### src/inc/afe_irq_map.vh
`ifndef AFE_IRQ_MAP_VH
`define AFE_IRQ_MAP_VH
`define ADDR_FLAGS_PRIMARY 8'h00
`define ADDR_FLAGS_SECONDARY 8'h01
`define ADDR_ENABLE_PRIMARY 8'h02
`define ADDR_ENABLE_SECONDARY 8'h03
`define ADDR_FIFO_DATA 8'h07
`define ADDR_PROX_THRESH 8'h10
`define BIT_ALMOST_FULL 7
`define BIT_SAMPLE_READY 6
`define BIT_AMBIENT_OVF 5
`define BIT_PROXIMITY 4
`define BIT_HEADROOM 3
`define BIT_POWER_UP 0
`define BIT_SUPPLY_RANGE 7
`define FLAGS_RESET 8'h00
`define ENABLE_RESET 8'h00
`define PROX_SCALE_SHIFT 11
`define SUPPLY_QUAL_MS 10
`define CLK_MHZ 250
`define SUPPLY_QUAL_CYCLES (`SUPPLY_QUAL_MS * 1000 * `CLK_MHZ)
`endif

### src/design/afe_irq_flags.v
`timescale 1ns/100ps
`include "afe_irq_map.vh"
// Contract
// - set almost-full flag bit 7 when next sample passes the threshold
// - almost-full clears on status 1 read, or data read if option set
// - sample-ready bit 6 set on new sample in optical modes when enabled
// - sample-ready clears on status 1 read, or data read if option set
// - ambient overflow bit 5 set on saturation, cleared on status 1 read
// - proximity bit 4 set on threshold crossing in proximity mode
// - masked proximity interrupt skips proximity mode, optical sampling starts
// - headroom fault bit 3 set at sample end if low headroom and enabled
// - power-up bit 0 set on digital undervoltage or soft reset
// - supply-range bit 7 of status 2 set while analog supply out of range
// - out-of-range condition qualified for 10ms before setting flag
// - enable bits 7..3 gate flags; bit 4 also enables proximity mode
// - proximity threshold is code times 2048 against emitter conversion count
module afe_irq_flags #(
    parameter QUAL_CYCLES = `SUPPLY_QUAL_CYCLES
) (
    input wire mclk,
    input wire rst,
    input wire reg_rd,
    input wire reg_wr,
    input wire [7:0] reg_addr,
    input wire [7:0] reg_wdata,
    output reg [7:0] reg_rdata,
    input wire clear_on_data_read,
    input wire optical_mode,
    input wire almost_full_next,
    input wire sample_written,
    input wire ambient_cancel_sat,
    input wire sample_end,
    input wire first_emitter_low_headroom,
    input wire [18:0] first_emitter_count,
    input wire prox_sample_valid,
    input wire digital_supply_low,
    input wire soft_reset,
    input wire analog_supply_oor,
    output wire proximity_mode,
    output wire irq_n
);
    reg [7:0] flags1_q;
    reg flag2_q;
    reg [7:0] en1_q;
    reg en2_q;
    reg [7:0] thresh_q;
    localparam ST_NORMAL = 2'b01;
    localparam ST_PROX = 2'b10;
    reg [1:0] prox_state_q;
    reg [1:0] prox_state_d;
    reg [2:0] dig_sync_q;
    reg [2:0] ana_sync_q;
    reg dig_low_q;
    reg ana_oor_q;
    reg [31:0] qual_cnt_q;
    reg [7:0] set1;
    reg [7:0] clr1;
    wire rd1;
    wire rd2;
    wire rd_data;
    wire [18:0] prox_thresh;
    wire prox_cross;
    wire qual_done;
    wire prox_active;
    wire dig_rise;

    // read strobe aimed at one address
    function addr_hit;
        input strobe;
        input [7:0] addr;
        input [7:0] target;
        begin
            addr_hit = strobe && addr == target;
        end
    endfunction

    // sticky bit: a new event outranks the clear
    function sticky_next;
        input held;
        input set_evt;
        input clr_evt;
        begin
            sticky_next = set_evt || (held && !clr_evt);
        end
    endfunction

    assign rd1 = addr_hit(reg_rd, reg_addr, `ADDR_FLAGS_PRIMARY);
    assign rd2 = addr_hit(reg_rd, reg_addr, `ADDR_FLAGS_SECONDARY);
    assign rd_data = addr_hit(reg_rd, reg_addr, `ADDR_FIFO_DATA);
    assign prox_thresh = {thresh_q, 11'h000};
    assign prox_cross = prox_sample_valid && first_emitter_count > prox_thresh;
    assign prox_active = prox_state_q[1];
    assign proximity_mode = prox_state_q[1];
    assign dig_rise = dig_sync_q[1] && dig_sync_q[2] && !dig_low_q;
    assign qual_done = ana_oor_q && qual_cnt_q >= QUAL_CYCLES - 1;

    always @* begin
        set1 = 8'h00;
        set1[`BIT_ALMOST_FULL] = almost_full_next && en1_q[`BIT_ALMOST_FULL];
        set1[`BIT_SAMPLE_READY] = optical_mode && !prox_active && sample_written
            && en1_q[`BIT_SAMPLE_READY];
        set1[`BIT_AMBIENT_OVF] = ambient_cancel_sat && en1_q[`BIT_AMBIENT_OVF];
        set1[`BIT_PROXIMITY] = prox_active && prox_cross && en1_q[`BIT_PROXIMITY];
        set1[`BIT_HEADROOM] = sample_end && first_emitter_low_headroom
            && en1_q[`BIT_HEADROOM];
        set1[`BIT_POWER_UP] = dig_rise || soft_reset;
        clr1 = 8'h00;
        if (rd1) begin
            clr1 = 8'hF9;
        end
        if (rd_data && clear_on_data_read) begin
            clr1[`BIT_ALMOST_FULL] = 1'b1;
            clr1[`BIT_SAMPLE_READY] = 1'b1;
        end
    end

    // proximity mode sequencer
    always @* begin
        prox_state_d = prox_state_q;
        case (prox_state_q)
            ST_NORMAL: begin
                if (en1_q[`BIT_PROXIMITY] && prox_sample_valid && !prox_cross) begin
                    prox_state_d = ST_PROX;
                end
            end
            ST_PROX: begin
                if (!en1_q[`BIT_PROXIMITY]) begin
                    prox_state_d = ST_NORMAL;
                end else if (prox_cross) begin
                    prox_state_d = ST_NORMAL;
                end
            end
            default: begin
                prox_state_d = ST_NORMAL;
            end
        endcase
    end

    // three-stage supply pin synchronisers
    always @(posedge mclk) begin
        if (rst) begin
            dig_sync_q <= 3'h0;
            ana_sync_q <= 3'h0;
            dig_low_q <= 1'b0;
            ana_oor_q <= 1'b0;
        end else begin
            dig_sync_q <= {dig_sync_q[1:0], digital_supply_low};
            ana_sync_q <= {ana_sync_q[1:0], analog_supply_oor};
            if (dig_sync_q[1] == dig_sync_q[2]) begin
                dig_low_q <= dig_sync_q[2];
            end
            if (ana_sync_q[1] == ana_sync_q[2]) begin
                ana_oor_q <= ana_sync_q[2];
            end
        end
    end

    // supply qualification timer
    always @(posedge mclk) begin
        if (rst) begin
            qual_cnt_q <= 32'h00000000;
        end else if (!ana_oor_q) begin
            qual_cnt_q <= 32'h00000000;
        end else if (!qual_done) begin
            qual_cnt_q <= qual_cnt_q + 32'h00000001;
        end
    end

    // enables, threshold, mode state
    always @(posedge mclk) begin
        if (rst) begin
            en1_q <= `ENABLE_RESET;
            en2_q <= 1'b0;
            thresh_q <= 8'h00;
            prox_state_q <= ST_NORMAL;
        end else begin
            prox_state_q <= prox_state_d;
            if (reg_wr) begin
                case (reg_addr)
                    `ADDR_ENABLE_PRIMARY: en1_q <= {reg_wdata[7:3], 3'h0};
                    `ADDR_ENABLE_SECONDARY: en2_q <= reg_wdata[7];
                    `ADDR_PROX_THRESH: thresh_q <= reg_wdata;
                    default: ;
                endcase
            end
        end
    end

    // sticky flags
    always @(posedge mclk) begin
        if (rst) begin
            flags1_q <= `FLAGS_RESET;
            flag2_q <= 1'b0;
        end else begin
            flags1_q[7] <= sticky_next(flags1_q[7], set1[7], clr1[7]);
            flags1_q[6] <= sticky_next(flags1_q[6], set1[6], clr1[6]);
            flags1_q[5] <= sticky_next(flags1_q[5], set1[5], clr1[5]);
            flags1_q[4] <= sticky_next(flags1_q[4], set1[4], clr1[4]);
            flags1_q[3] <= sticky_next(flags1_q[3], set1[3], clr1[3]);
            flags1_q[2:1] <= 2'h0;
            flags1_q[0] <= sticky_next(flags1_q[0], set1[0], clr1[0]);
            flag2_q <= sticky_next(flag2_q, qual_done && en2_q, rd2);
        end
    end

    always @(posedge mclk) begin
        if (rst) begin
            reg_rdata <= 8'h00;
        end else if (reg_rd) begin
            case (reg_addr)
                `ADDR_FLAGS_PRIMARY: reg_rdata <= flags1_q & 8'hF9;
                `ADDR_FLAGS_SECONDARY: reg_rdata <= {flag2_q, 7'h00};
                `ADDR_ENABLE_PRIMARY: reg_rdata <= en1_q;
                `ADDR_ENABLE_SECONDARY: reg_rdata <= {en2_q, 7'h00};
                `ADDR_PROX_THRESH: reg_rdata <= thresh_q;
                default: reg_rdata <= 8'h00;
            endcase
        end
    end

    assign irq_n = !(|(flags1_q & en1_q) || (flag2_q && en2_q));
endmodule // afe_irq_flags

### config.mk
export PLATFORM = sky130hd
export DESIGN_NAME = afe_irq_flags
export DESIGN_NICKNAME = d
export VERILOG_FILES = /design/src/design/afe_irq_flags.v
export VERILOG_INCLUDE_DIRS = /design/src /design/src/inc
export SDC_FILE = /design/constraint.sdc
export NUM_CORES = 1
export LEC_CHECK = 0
export BUFFER_PORTS_ARGS = -buffer_cell sky130_fd_sc_hd__buf_2
export CAP_MARGIN = 10
export CORE_MARGIN = 4
export CORE_UTILIZATION = 35
export DETAILED_ROUTE_END_ITERATION = 8
export SKIP_LAST_GASP = 1
export SLEW_MARGIN = 20
export SYNTH_ARGS = -nofsm -noshare
export SYNTH_HDL_FRONTEND = slang
export SYNTH_SLANG_ARGS = --single-unit
### constraint.sdc
create_clock -name mclk -period 5.82 [get_ports mclk]
set_input_delay 1.164 -clock mclk [delete_from_list [all_inputs] [get_ports mclk]]
set_output_delay 1.164 -clock mclk [all_outputs]
set_load 0.02 [all_outputs]
==> metrics, run 1 <==
status=finished, final reports clean; Hold Vio Cnt, Final=0; # hold bufs at CTS=0; vias in the first global route=2775; die area=0.0109 mm2; area grow syn2layout=17.0%; Arr. time, crit path=3180 ps; TritonCTS clock tree=built; fillcell total=888; layout cells sized above 1=18.9%; postcts setup bufs=0; Max clock buf depth=2; RR Startpoint=qual_cnt_q[10]; vias after detailed routing=2967; hold_sp=ana_sync_q[0]; list of most frequent post-synthesis cells=71 x dfxtp_1, 42 x nand2_1, 31 x a21oi_1; WHS=438 ps; first-pass GRT wire length=13100 um; Cells after Synth=382; final worst slack=2840 ps; Mapped Nets=442; number of port buffers=59; Inst Count DP=536; antenna violations before repair=0; Cell Pwr Density=231 mW/mm2; I/O pin count=60; top post-synthesis cells by area=dfxtp_1 44%, nand2_1 4.8%, a21oi_1 4.8%; post-CTS sizing=0; Synth Cell Area=0.00326 mm2; DRC Markers=0; worst min path class=flop to flop; DRT Pass-1 Iters=7; # clock sinks=71; Synth Flop Type=dfxtp_1; Finished Layout Cells=552; final setup TNS=0 ps; dpl hpwl=5840 um; crit path kind=input port to flop; ANT cells=0; fin crit share=51.2%; TritonCTS buffer count=9; Die W=105 um; post-synth top area share=43.6%; worst-path fanout max=7; Area after DPL=0.00364 mm2; Worst setup SP type=input port; NumNets Final=499; clk slew on worst S/H paths=70 ps; Worst VDD drop=0.100 mV; EDFF count, synth=0; Critical R2R Capture=qual_cnt_q[17]; fin. max-slew vios=0; Setup WS pre-CTS=2550 ps; Fmax achieved=335 MHz; overall routed net length=7850 um; max-cap violation count=0; most common cell in the netlist=dfxtp_1; sequential fraction of the synthesis area=43.6%; post-synth cell types=51; ANT nets after route=0; Hold Crit Endpoint=ana_sync_q[1]; routed length per instance=14.2 um; final instance area=0.00381 mm2; Leak=1.45 nW; R2R Setup Slk=3550 ps; Setup Viol. Count Final=0; CTS root buf=clkbuf_8; std cell rows=34; Yosys top cell by area=dfxtp_1; die height=105 um; Mean Syn Cell Area=8.53 um2; initial core utilization=36.7%; r2r worst-path depth=6; detail-routed via count per cell=5.38; gp weighted congestion=0.821; H-tree levels=3; later-pin clock latency in the skew report=330 ps; YS warnings=0; global route overflow=0; unrepaired setup endpoints after global routing=false; Worst Max-Slew Pin Slew=773 ps; CP required=6020 ps; total core area=0.00889 mm2; clk_skew=10.8 ps; crit path time final=2980 ps; CP Capture Type=flop; largest net degree at the start of global routing=39; share of flip-flops with an asynchronous set or reset=0%; Hold Path Depth=1; drt initial violations=183; Synth Register Bits=71; Slew HR=48.1%; all-layer global routing usage=14.6%
[cell type report]
| cell class | instances | area (um2) | share of cell area, % |
|---|---|---|---|
| clock buffer | 13 | 159 | 4.17 |
| clock inverter | 3 | 17.5 | 0.459 |
| inverter | 12 | 45.0 | 1.18 |
| multi-input combinational | 285 | 1730 | 45.4 |
| sequential | 71 | 1420 | 37.3 |
| tap | 108 | 135 | 3.54 |
| timing repair buffer | 60 | 303 | 7.94 |
[cell families (layout without fill, tap and decap cells)]
kind of cell / count (synthesis) / count (layout) / synth area share [%]
and+or+nand+nor: 176 / 176 / 28.6
AOI/OAI and AO/OA: 88 / 88 / 17.6
DFF: 71 / 71 / 43.6
buffers and inverters: 26 / 88 / 3.22
adders and majority gates: 10 / 10 / 3.84
muxes: 6 / 6 / 1.84
xor gates and xnor gates: 5 / 5 / 1.34
[layout by cell type (no fill, tap or decap), types with 3 or more instances in the layout]
cell type  Yosys  routed
nand2_1       42      42
or3_1          8       8
a22oi_1        5       5
a211oi_1       3       3
nand3_1       27      27
clkbuf_8       0      11
buf_2          0      59
and2_1        10      10
nand4_1        6       6
o31ai_1        3       3
or2_2          3       3
inv_1         12      12
mux2i_1        6       6
and3_1         6       6
xor2_1         4       4
dfxtp_1       71      71
o21a_1         4       4
and4_1         3       3
a221oi_1       3       3
or4_1          3       3
a21oi_1       31      31
a222oi_1       4       4
nor2_1        27      27
a31oi_1        3       3
ha_1          10      10
nand2b_1       7       7
nor3_1         6       6
nor2b_1       11      11
nor4_1         6       6
o21ai_0       18      18
nand4b_1       3       3
[worst max-delay path, stage by stage]
cell,delay (ps)
buf_2,130
nor4_1,340
nand2_1,230
nor3_1,640
nand2_1,300
a221oi_1,310
nor2_1,60
[worst max path at each step]
stage | end | depth (start not counted) | slack (ps) | from
after floorplan | flags1_q[0] | 6 | 3160 | reg_addr[5]
after global placement | flags1_q[0] | 7 | 2620 | reg_addr[4]
after detailed placement | flags1_q[0] | 7 | 2550 | reg_addr[4]
after CTS | flags1_q[0] | 7 | 2900 | reg_addr[4]
after global routing | flags1_q[0] | 7 | 2680 | reg_addr[4]
final | flags1_q[0] | 7 | 2840 | reg_addr[4]
[per-layer routing]
| metal | track usage, % | vias to the layer above | routed length, um |
|---|---|---|---|
| met4 | 5.41 | 0 | 53 |
| li1 | - | 1506 | - |
| met2 | 22.0 | 72 | 3430 |
| met1 | 20.0 | 1383 | 3850 |
| met5 | 0 | - | 0 |
| met3 | 4.03 | 6 | 510 |
[through the flow]
step,utilization (%),power (mW)
floorplan,-,0.521
detailed placement,40.9,0.545
finish,42.9,0.881
global placement,40.9,0.544
global route,42.9,0.917
CTS,42.9,0.890
[state kept, by name (all words and copies together), names as in the netlist, 2 cells and up]
signal        flops
en1_q             5
dig_sync_q        3
qual_cnt_q       32
ana_sync_q        3
flags1_q          6
thresh_q          8
reg_rdata         8
prox_state_q      2
[where the power goes]
| part | switching, mW | total (mW) | internal, mW |
|---|---|---|---|
| clock network | 0.170 | 0.347 | 0.177 |
| registers | 0.00148 | 0.490 | 0.489 |
| logic | 0.0230 | 0.0434 | 0.0203 |
| total | 0.195 | 0.881 | 0.686 |
No activity file was read; power rests on OpenSTA's default activity.
==> run 2: changes to the inputs <==
==> constraint.sdc (replaced) <==
create_clock -name mclk -period 3.1 [get_ports mclk]
set_input_delay 0.62 -clock mclk [delete_from_list [all_inputs] [get_ports mclk]]
set_output_delay 0.62 -clock mclk [all_outputs]
set_load 0.02 [all_outputs]
==> metrics, run 2 (synthesis results as in run 1) <==
status=finished, final reports clean; ANT cells=0; ANT nets after route=0; antenna violations before repair=0; WHS=445 ps; Finished Layout Cells=557; routed length per instance=14.4 um; std cell rows=34; Setup Viol. Count Final=0; Largest regs=qual_cnt_q (32), reg_rdata (8), thresh_q (8); worst-path fanout max=16; r2r worst-path depth=6; area grow syn2layout=19.6%; overall routed net length=8020 um; DRT Pass-1 Iters=6; TritonCTS clock tree=built; RR Startpoint=qual_cnt_q[10]; Hold Vio Cnt, Final=0; vias in the first global route=2948; clk_skew=8.27 ps; clk slew on worst S/H paths=70 ps; crit path time final=2250 ps; Critical R2R Capture=qual_cnt_q[11]; Max clock buf depth=2; gp weighted congestion=0.802; Worst VDD drop=0.178 mV; number of port buffers=59; final setup TNS=0 ps; unrepaired setup endpoints after global routing=false; Leak=1.50 nW; CP required=3380 ps; hold_sp=ana_sync_q[0]; drt initial violations=251; Slew HR=54.0%; Fmax achieved=445 MHz; NumNets Final=504; first-pass GRT wire length=13400 um; all-layer global routing usage=14.9%; die height=105 um; Hold Path Depth=1; CTS root buf=clkbuf_8; later-pin clock latency in the skew report=340 ps; CP Capture Type=flop; fin. max-slew vios=0; Cell Pwr Density=469 mW/mm2; postcts setup bufs=0; global route overflow=0; Area after DPL=0.00367 mm2; largest net degree at the start of global routing=37; die area=0.0109 mm2; Worst Max-Slew Pin Slew=687 ps; final instance area=0.00390 mm2; crit path kind=flop to flop; max reg flops=32; vias after detailed routing=3016; H-tree levels=3; most common cell after layout, fill and taps aside=dfxtp_1; Largest Register=qual_cnt_q; layout cells sized above 1=20.0%; detail-routed via count per cell=5.41; Hold Crit Endpoint=ana_sync_q[1]; # clock sinks=71; power consumption=1.83 mW; R2R Setup Slk=850 ps; dpl hpwl=6010 um; Die W=105 um; Worst setup SP type=flop; fin crit share=72.5%; post-CTS sizing=0; Inst Count DP=541; max-cap violation count=0; most frequent cells in the layout=71 x dfxtp_1, 59 x buf_2, 42 x nand2_1; TritonCTS buffer count=9; I/O pin count=60; total core area=0.00889 mm2; Arr. time, crit path=2520 ps; # hold bufs at CTS=0; DRC Markers=0; worst min path class=flop to flop; initial core utilization=36.7%
## run 2: layer usage
metal | vias up | global-route usage [%] | share of wire [%]
met5 | - | 0 | 0
met4 | 0 | 5.70 | 1.3
met3 | 13 | 4.22 | 7.7
met2 | 87 | 22.5 | 43
met1 | 1396 | 20.1 | 48
li1 | 1520 | - | -
## run 2: critical path, stage by stage (launching register included)
cell and delay (ps):
dfxtp_1 380, a211o_1 320, a211o_1 340, o211ai_2 260, nand3_2 300, or3_1 420
a21oi_1 150
## run 2: worst max-delay path by stage
stage	startpoint	endpoint	slack, ps	depth (start not counted)
after floorplan	reg_addr[5]	flags1_q[0]	980	6
after global placement	reg_addr[3]	reg_rdata[0]	720	7
after detailed placement	reg_addr[5]	en1_q[6]	670	7
after CTS	qual_cnt_q[10]	qual_cnt_q[11]	850	6
after global routing	qual_cnt_q[10]	qual_cnt_q[11]	700	6
final	qual_cnt_q[10]	qual_cnt_q[11]	850	6
## run 2: final cells by class
type	instances	area, um2
Timing Repair Buffer	65	340
Inverter	12	45.0
Fill cell	861	4990
Clock inverter	5	81.3
Clock buffer	11	141
Tap cell	108	135
Multi-Input combinational cell	285	1730
Sequential cell	71	1420
## run 2: per-stage QoR
step	utilization [%]	setup slack (ps)
CTS	43.8	851
floorplan	-	982
finish	43.8	851
global placement	41.3	724
detailed placement	41.3	671
global route	43.8	696
## run 2: power by group
group | internal (mW) | total (mW) | switching, mW
registers | 0.917 | 0.920 | 0.00296
clock network | 0.475 | 0.824 | 0.349
logic | 0.0390 | 0.0827 | 0.0437
==> run 3: changes to the inputs <==
--- a/config.mk
+++ b/config.mk
@@ -6,6 +6,7 @@
 export SDC_FILE = /design/constraint.sdc
 export NUM_CORES = 1
 export LEC_CHECK = 0
+export ABC_AREA = 1
 export BUFFER_PORTS_ARGS = -buffer_cell sky130_fd_sc_hd__buf_2
 export CAP_MARGIN = 10
 export CORE_MARGIN = 4
==> constraint.sdc (replaced) <==
create_clock -name mclk -period 2.3 [get_ports mclk]
set_input_delay 0.46 -clock mclk [delete_from_list [all_inputs] [get_ports mclk]]
set_output_delay 0.46 -clock mclk [all_outputs]
set_load 0.02 [all_outputs]
==> metrics, run 3 <==
status=finished, final reports clean; worst min path class=input port to flop; P_int=2.07 mW; die area=0.0126 mm2; Worst setup SP type=flop; Synth Register Bits=71; Mean Syn Cell Area=6.66 um2; post-synth cell types=29; Leak=1.71 nW; Slew HR=62.1%; number of port buffers=59; Crit path largest cell delay=410 ps; WHS=318 ps; area grow syn2layout=17.3%; Comb pwr share=4.5%; clk_skew=8.19 ps; Arr. time, crit path=2230 ps; final worst slack=289 ps; DRC Markers=0; CP Capture Type=flop; Buffers & Inverters on Critical Path=0; # hold bufs at CTS=0; Top cell by count, worst path=nand2_1; post-CTS sizing=0; most common cell in the netlist=nand2_1; sequential share of power=47.5%; Worst VDD drop=0.340 mV; largest net degree at the start of global routing=32; clk slew on worst S/H paths=80 ps; NetSw=0.546 mW; post-synth top area share=37.3%; crit path time final=2010 ps; Synth Cell Area=0.00381 mm2; vias in the first global route=3704; Die W=112 um; antenna violations before repair=0; list of most frequent post-synthesis cells=134 x nand2_1, 79 x nor2_1, 71 x dfxtp_1; most common cell after layout, fill and taps aside=nand2_1; all-layer global routing usage=15.6%; DRT Pass-1 Iters=4; Worst Max-Slew Pin Slew=567 ps; fillcell total=1145; Fmax achieved=497 MHz; TritonCTS clock tree=built; CTS root buf=clkbuf_8; Yosys top cell by area=dfxtp_1; final setup TNS=0 ps; top post-synthesis cells by area=dfxtp_1 37%, nand2_1 13%, a21oi_1 8.3%; Synth Flop Type=dfxtp_1; Hold Vio Cnt, Final=0; Setup WS pre-CTS=286 ps; Cells after Synth=572; EDFF count, synth=0; total core area=0.0105 mm2; gp weighted congestion=0.946; max reg flops=32; CP required=2520 ps; critical path, cell by cell=ha_1 -> nand2_1 -> nor2_2 -> nand2_1 -> nand2_1 -> nand2_1 -> nand2_1 -> nand2_2 -> nand2_4 -> nand2_2 -> nand2_1 -> a21oi_1; first-pass GRT wire length=16600 um; die height=112 um; vias after detailed routing=3645; max-cap violation count=0; H-tree levels=3; layout cells sized above 1=14.0%; CP top delay family=simple AND/OR/NAND/NOR gates; routed length per instance=12.1 um; postcts setup bufs=0; Cell Pwr Density=586 mW/mm2; Clk pwr share=48.0%; Max clock buf depth=2; ANT cells=0; most frequent cells in the layout=134 x nand2_1, 79 x nor2_1, 71 x dfxtp_1; fin crit share=87.4%; # clock sinks=71; Finished Layout Cells=771; Largest Register=qual_cnt_q; Largest regs=qual_cnt_q (32), reg_rdata (8), thresh_q (8); drt initial violations=206; global route overflow=0; overall routed net length=9330 um; Sw Ratio=20.9%; unrepaired setup endpoints after global routing=false; YS warnings=0; dpl hpwl=7120 um; fin. max-slew vios=0; Inst Count DP=755; worst-path fanout max=31; TritonCTS buffer count=9; initial core utilization=36.4%; crit path kind=flop to flop; detail-routed via count per cell=4.73; std cell rows=37; share of flip-flops with an asynchronous set or reset=0%; ANT nets after route=0; later-pin clock latency in the skew report=340 ps; Mapped Nets=632; post-layout util=42.7%; Setup Viol. Count Final=0; NumNets Final=690; Slowest-stage cell, CP=dfxtp_1; I/O pin count=60; sequential fraction of the synthesis area=37.3%
run 3: cell count changes in the layout (fill, tap and decap cells not counted), sizes merged, moves of 10 or more:
cell   previous run  this run
and2             10         0
a21oi            31        63
nand3            28        44
nor2             27        83
inv              12        67
nor2b            11         0
nand2            43       138
run 3: cell type report:
type	instances	area, um2	share of cell area [%]
Tap cell	136	170	3.81
Inverter	67	251	5.63
Multi-Input combinational cell	418	2040	45.8
Clock inverter	5	104	2.32
Clock buffer	11	151	3.39
Timing Repair Buffer	63	325	7.28
Sequential cell	71	1420	31.8
run 3: final timing paths:
kind | slack, ps | cells past startpoint | startpoint | to
worst max-delay path | 290 | 12 | qual_cnt_q[0] | qual_cnt_q[13]
worst min register to register | 410 | 2 | dig_sync_q[0] | dig_sync_q[1]
worst max register to register | 290 | 12 | qual_cnt_q[0] | qual_cnt_q[13]
worst min-delay path | 320 | 3 | analog_supply_oor | ana_sync_q[0]
run 3: cell families after synthesis:
kind of cell | after synthesis | share of synthesized area [%]
AND/OR/NAND/NOR | 296 | 33.3
AO/OA/AOI/OAI | 94 | 12.9
XOR/XNOR | 18 | 4.14
adder cells (fa/ha/maj) | 10 | 3.29
flip-flops | 71 | 37.3
buffers and inverters | 83 | 9.00
run 3: worst reg2reg max path, cell delays in order, from the launching register on:
cell and delay (ps):
dfxtp_1 410, ha_1 300, nand2_1 90, nor2_2 130, nand2_1 60, nand2_1 60, nand2_1 50, nand2_1 70
nand2_2 80, nand2_4 70, nand2_2 320, nand2_1 190, a21oi_1 80
run 3: through the flow:
step                instance area, um2  power [mW]
detailed placement                4210        1.39
finish                            4470        2.62
floorplan                         3810        1.33
global route                      4470        2.72
CTS                               4470        2.65
global placement                  4210        1.39
run 3: metal layers:
| metal | share of wire (%) | wire length [um] | vias to the layer above | global-route usage [%] |
|---|---|---|---|---|
| met1 | 48 | 4490 | 1592 | 19.9 |
| met4 | 1.2 | 112 | 0 | 5.21 |
| li1 | - | - | 1968 | - |
| met2 | 46 | 4320 | 74 | 26.7 |
| met5 | 0 | 0 | - | 0 |
| met3 | 4.4 | 410 | 11 | 2.48 |
run 3: power by group through the flow:
stage | Combinational [mW] | Sequential [mW] | Clock (mW)
finish | 0.118 | 1.24 | 1.26
global route | 0.138 | 1.24 | 1.34
CTS | 0.120 | 1.24 | 1.28
detailed placement | 0.119 | 1.27 | 0
global placement | 0.116 | 1.27 | 0
floorplan | 0.0539 | 1.27 | 0
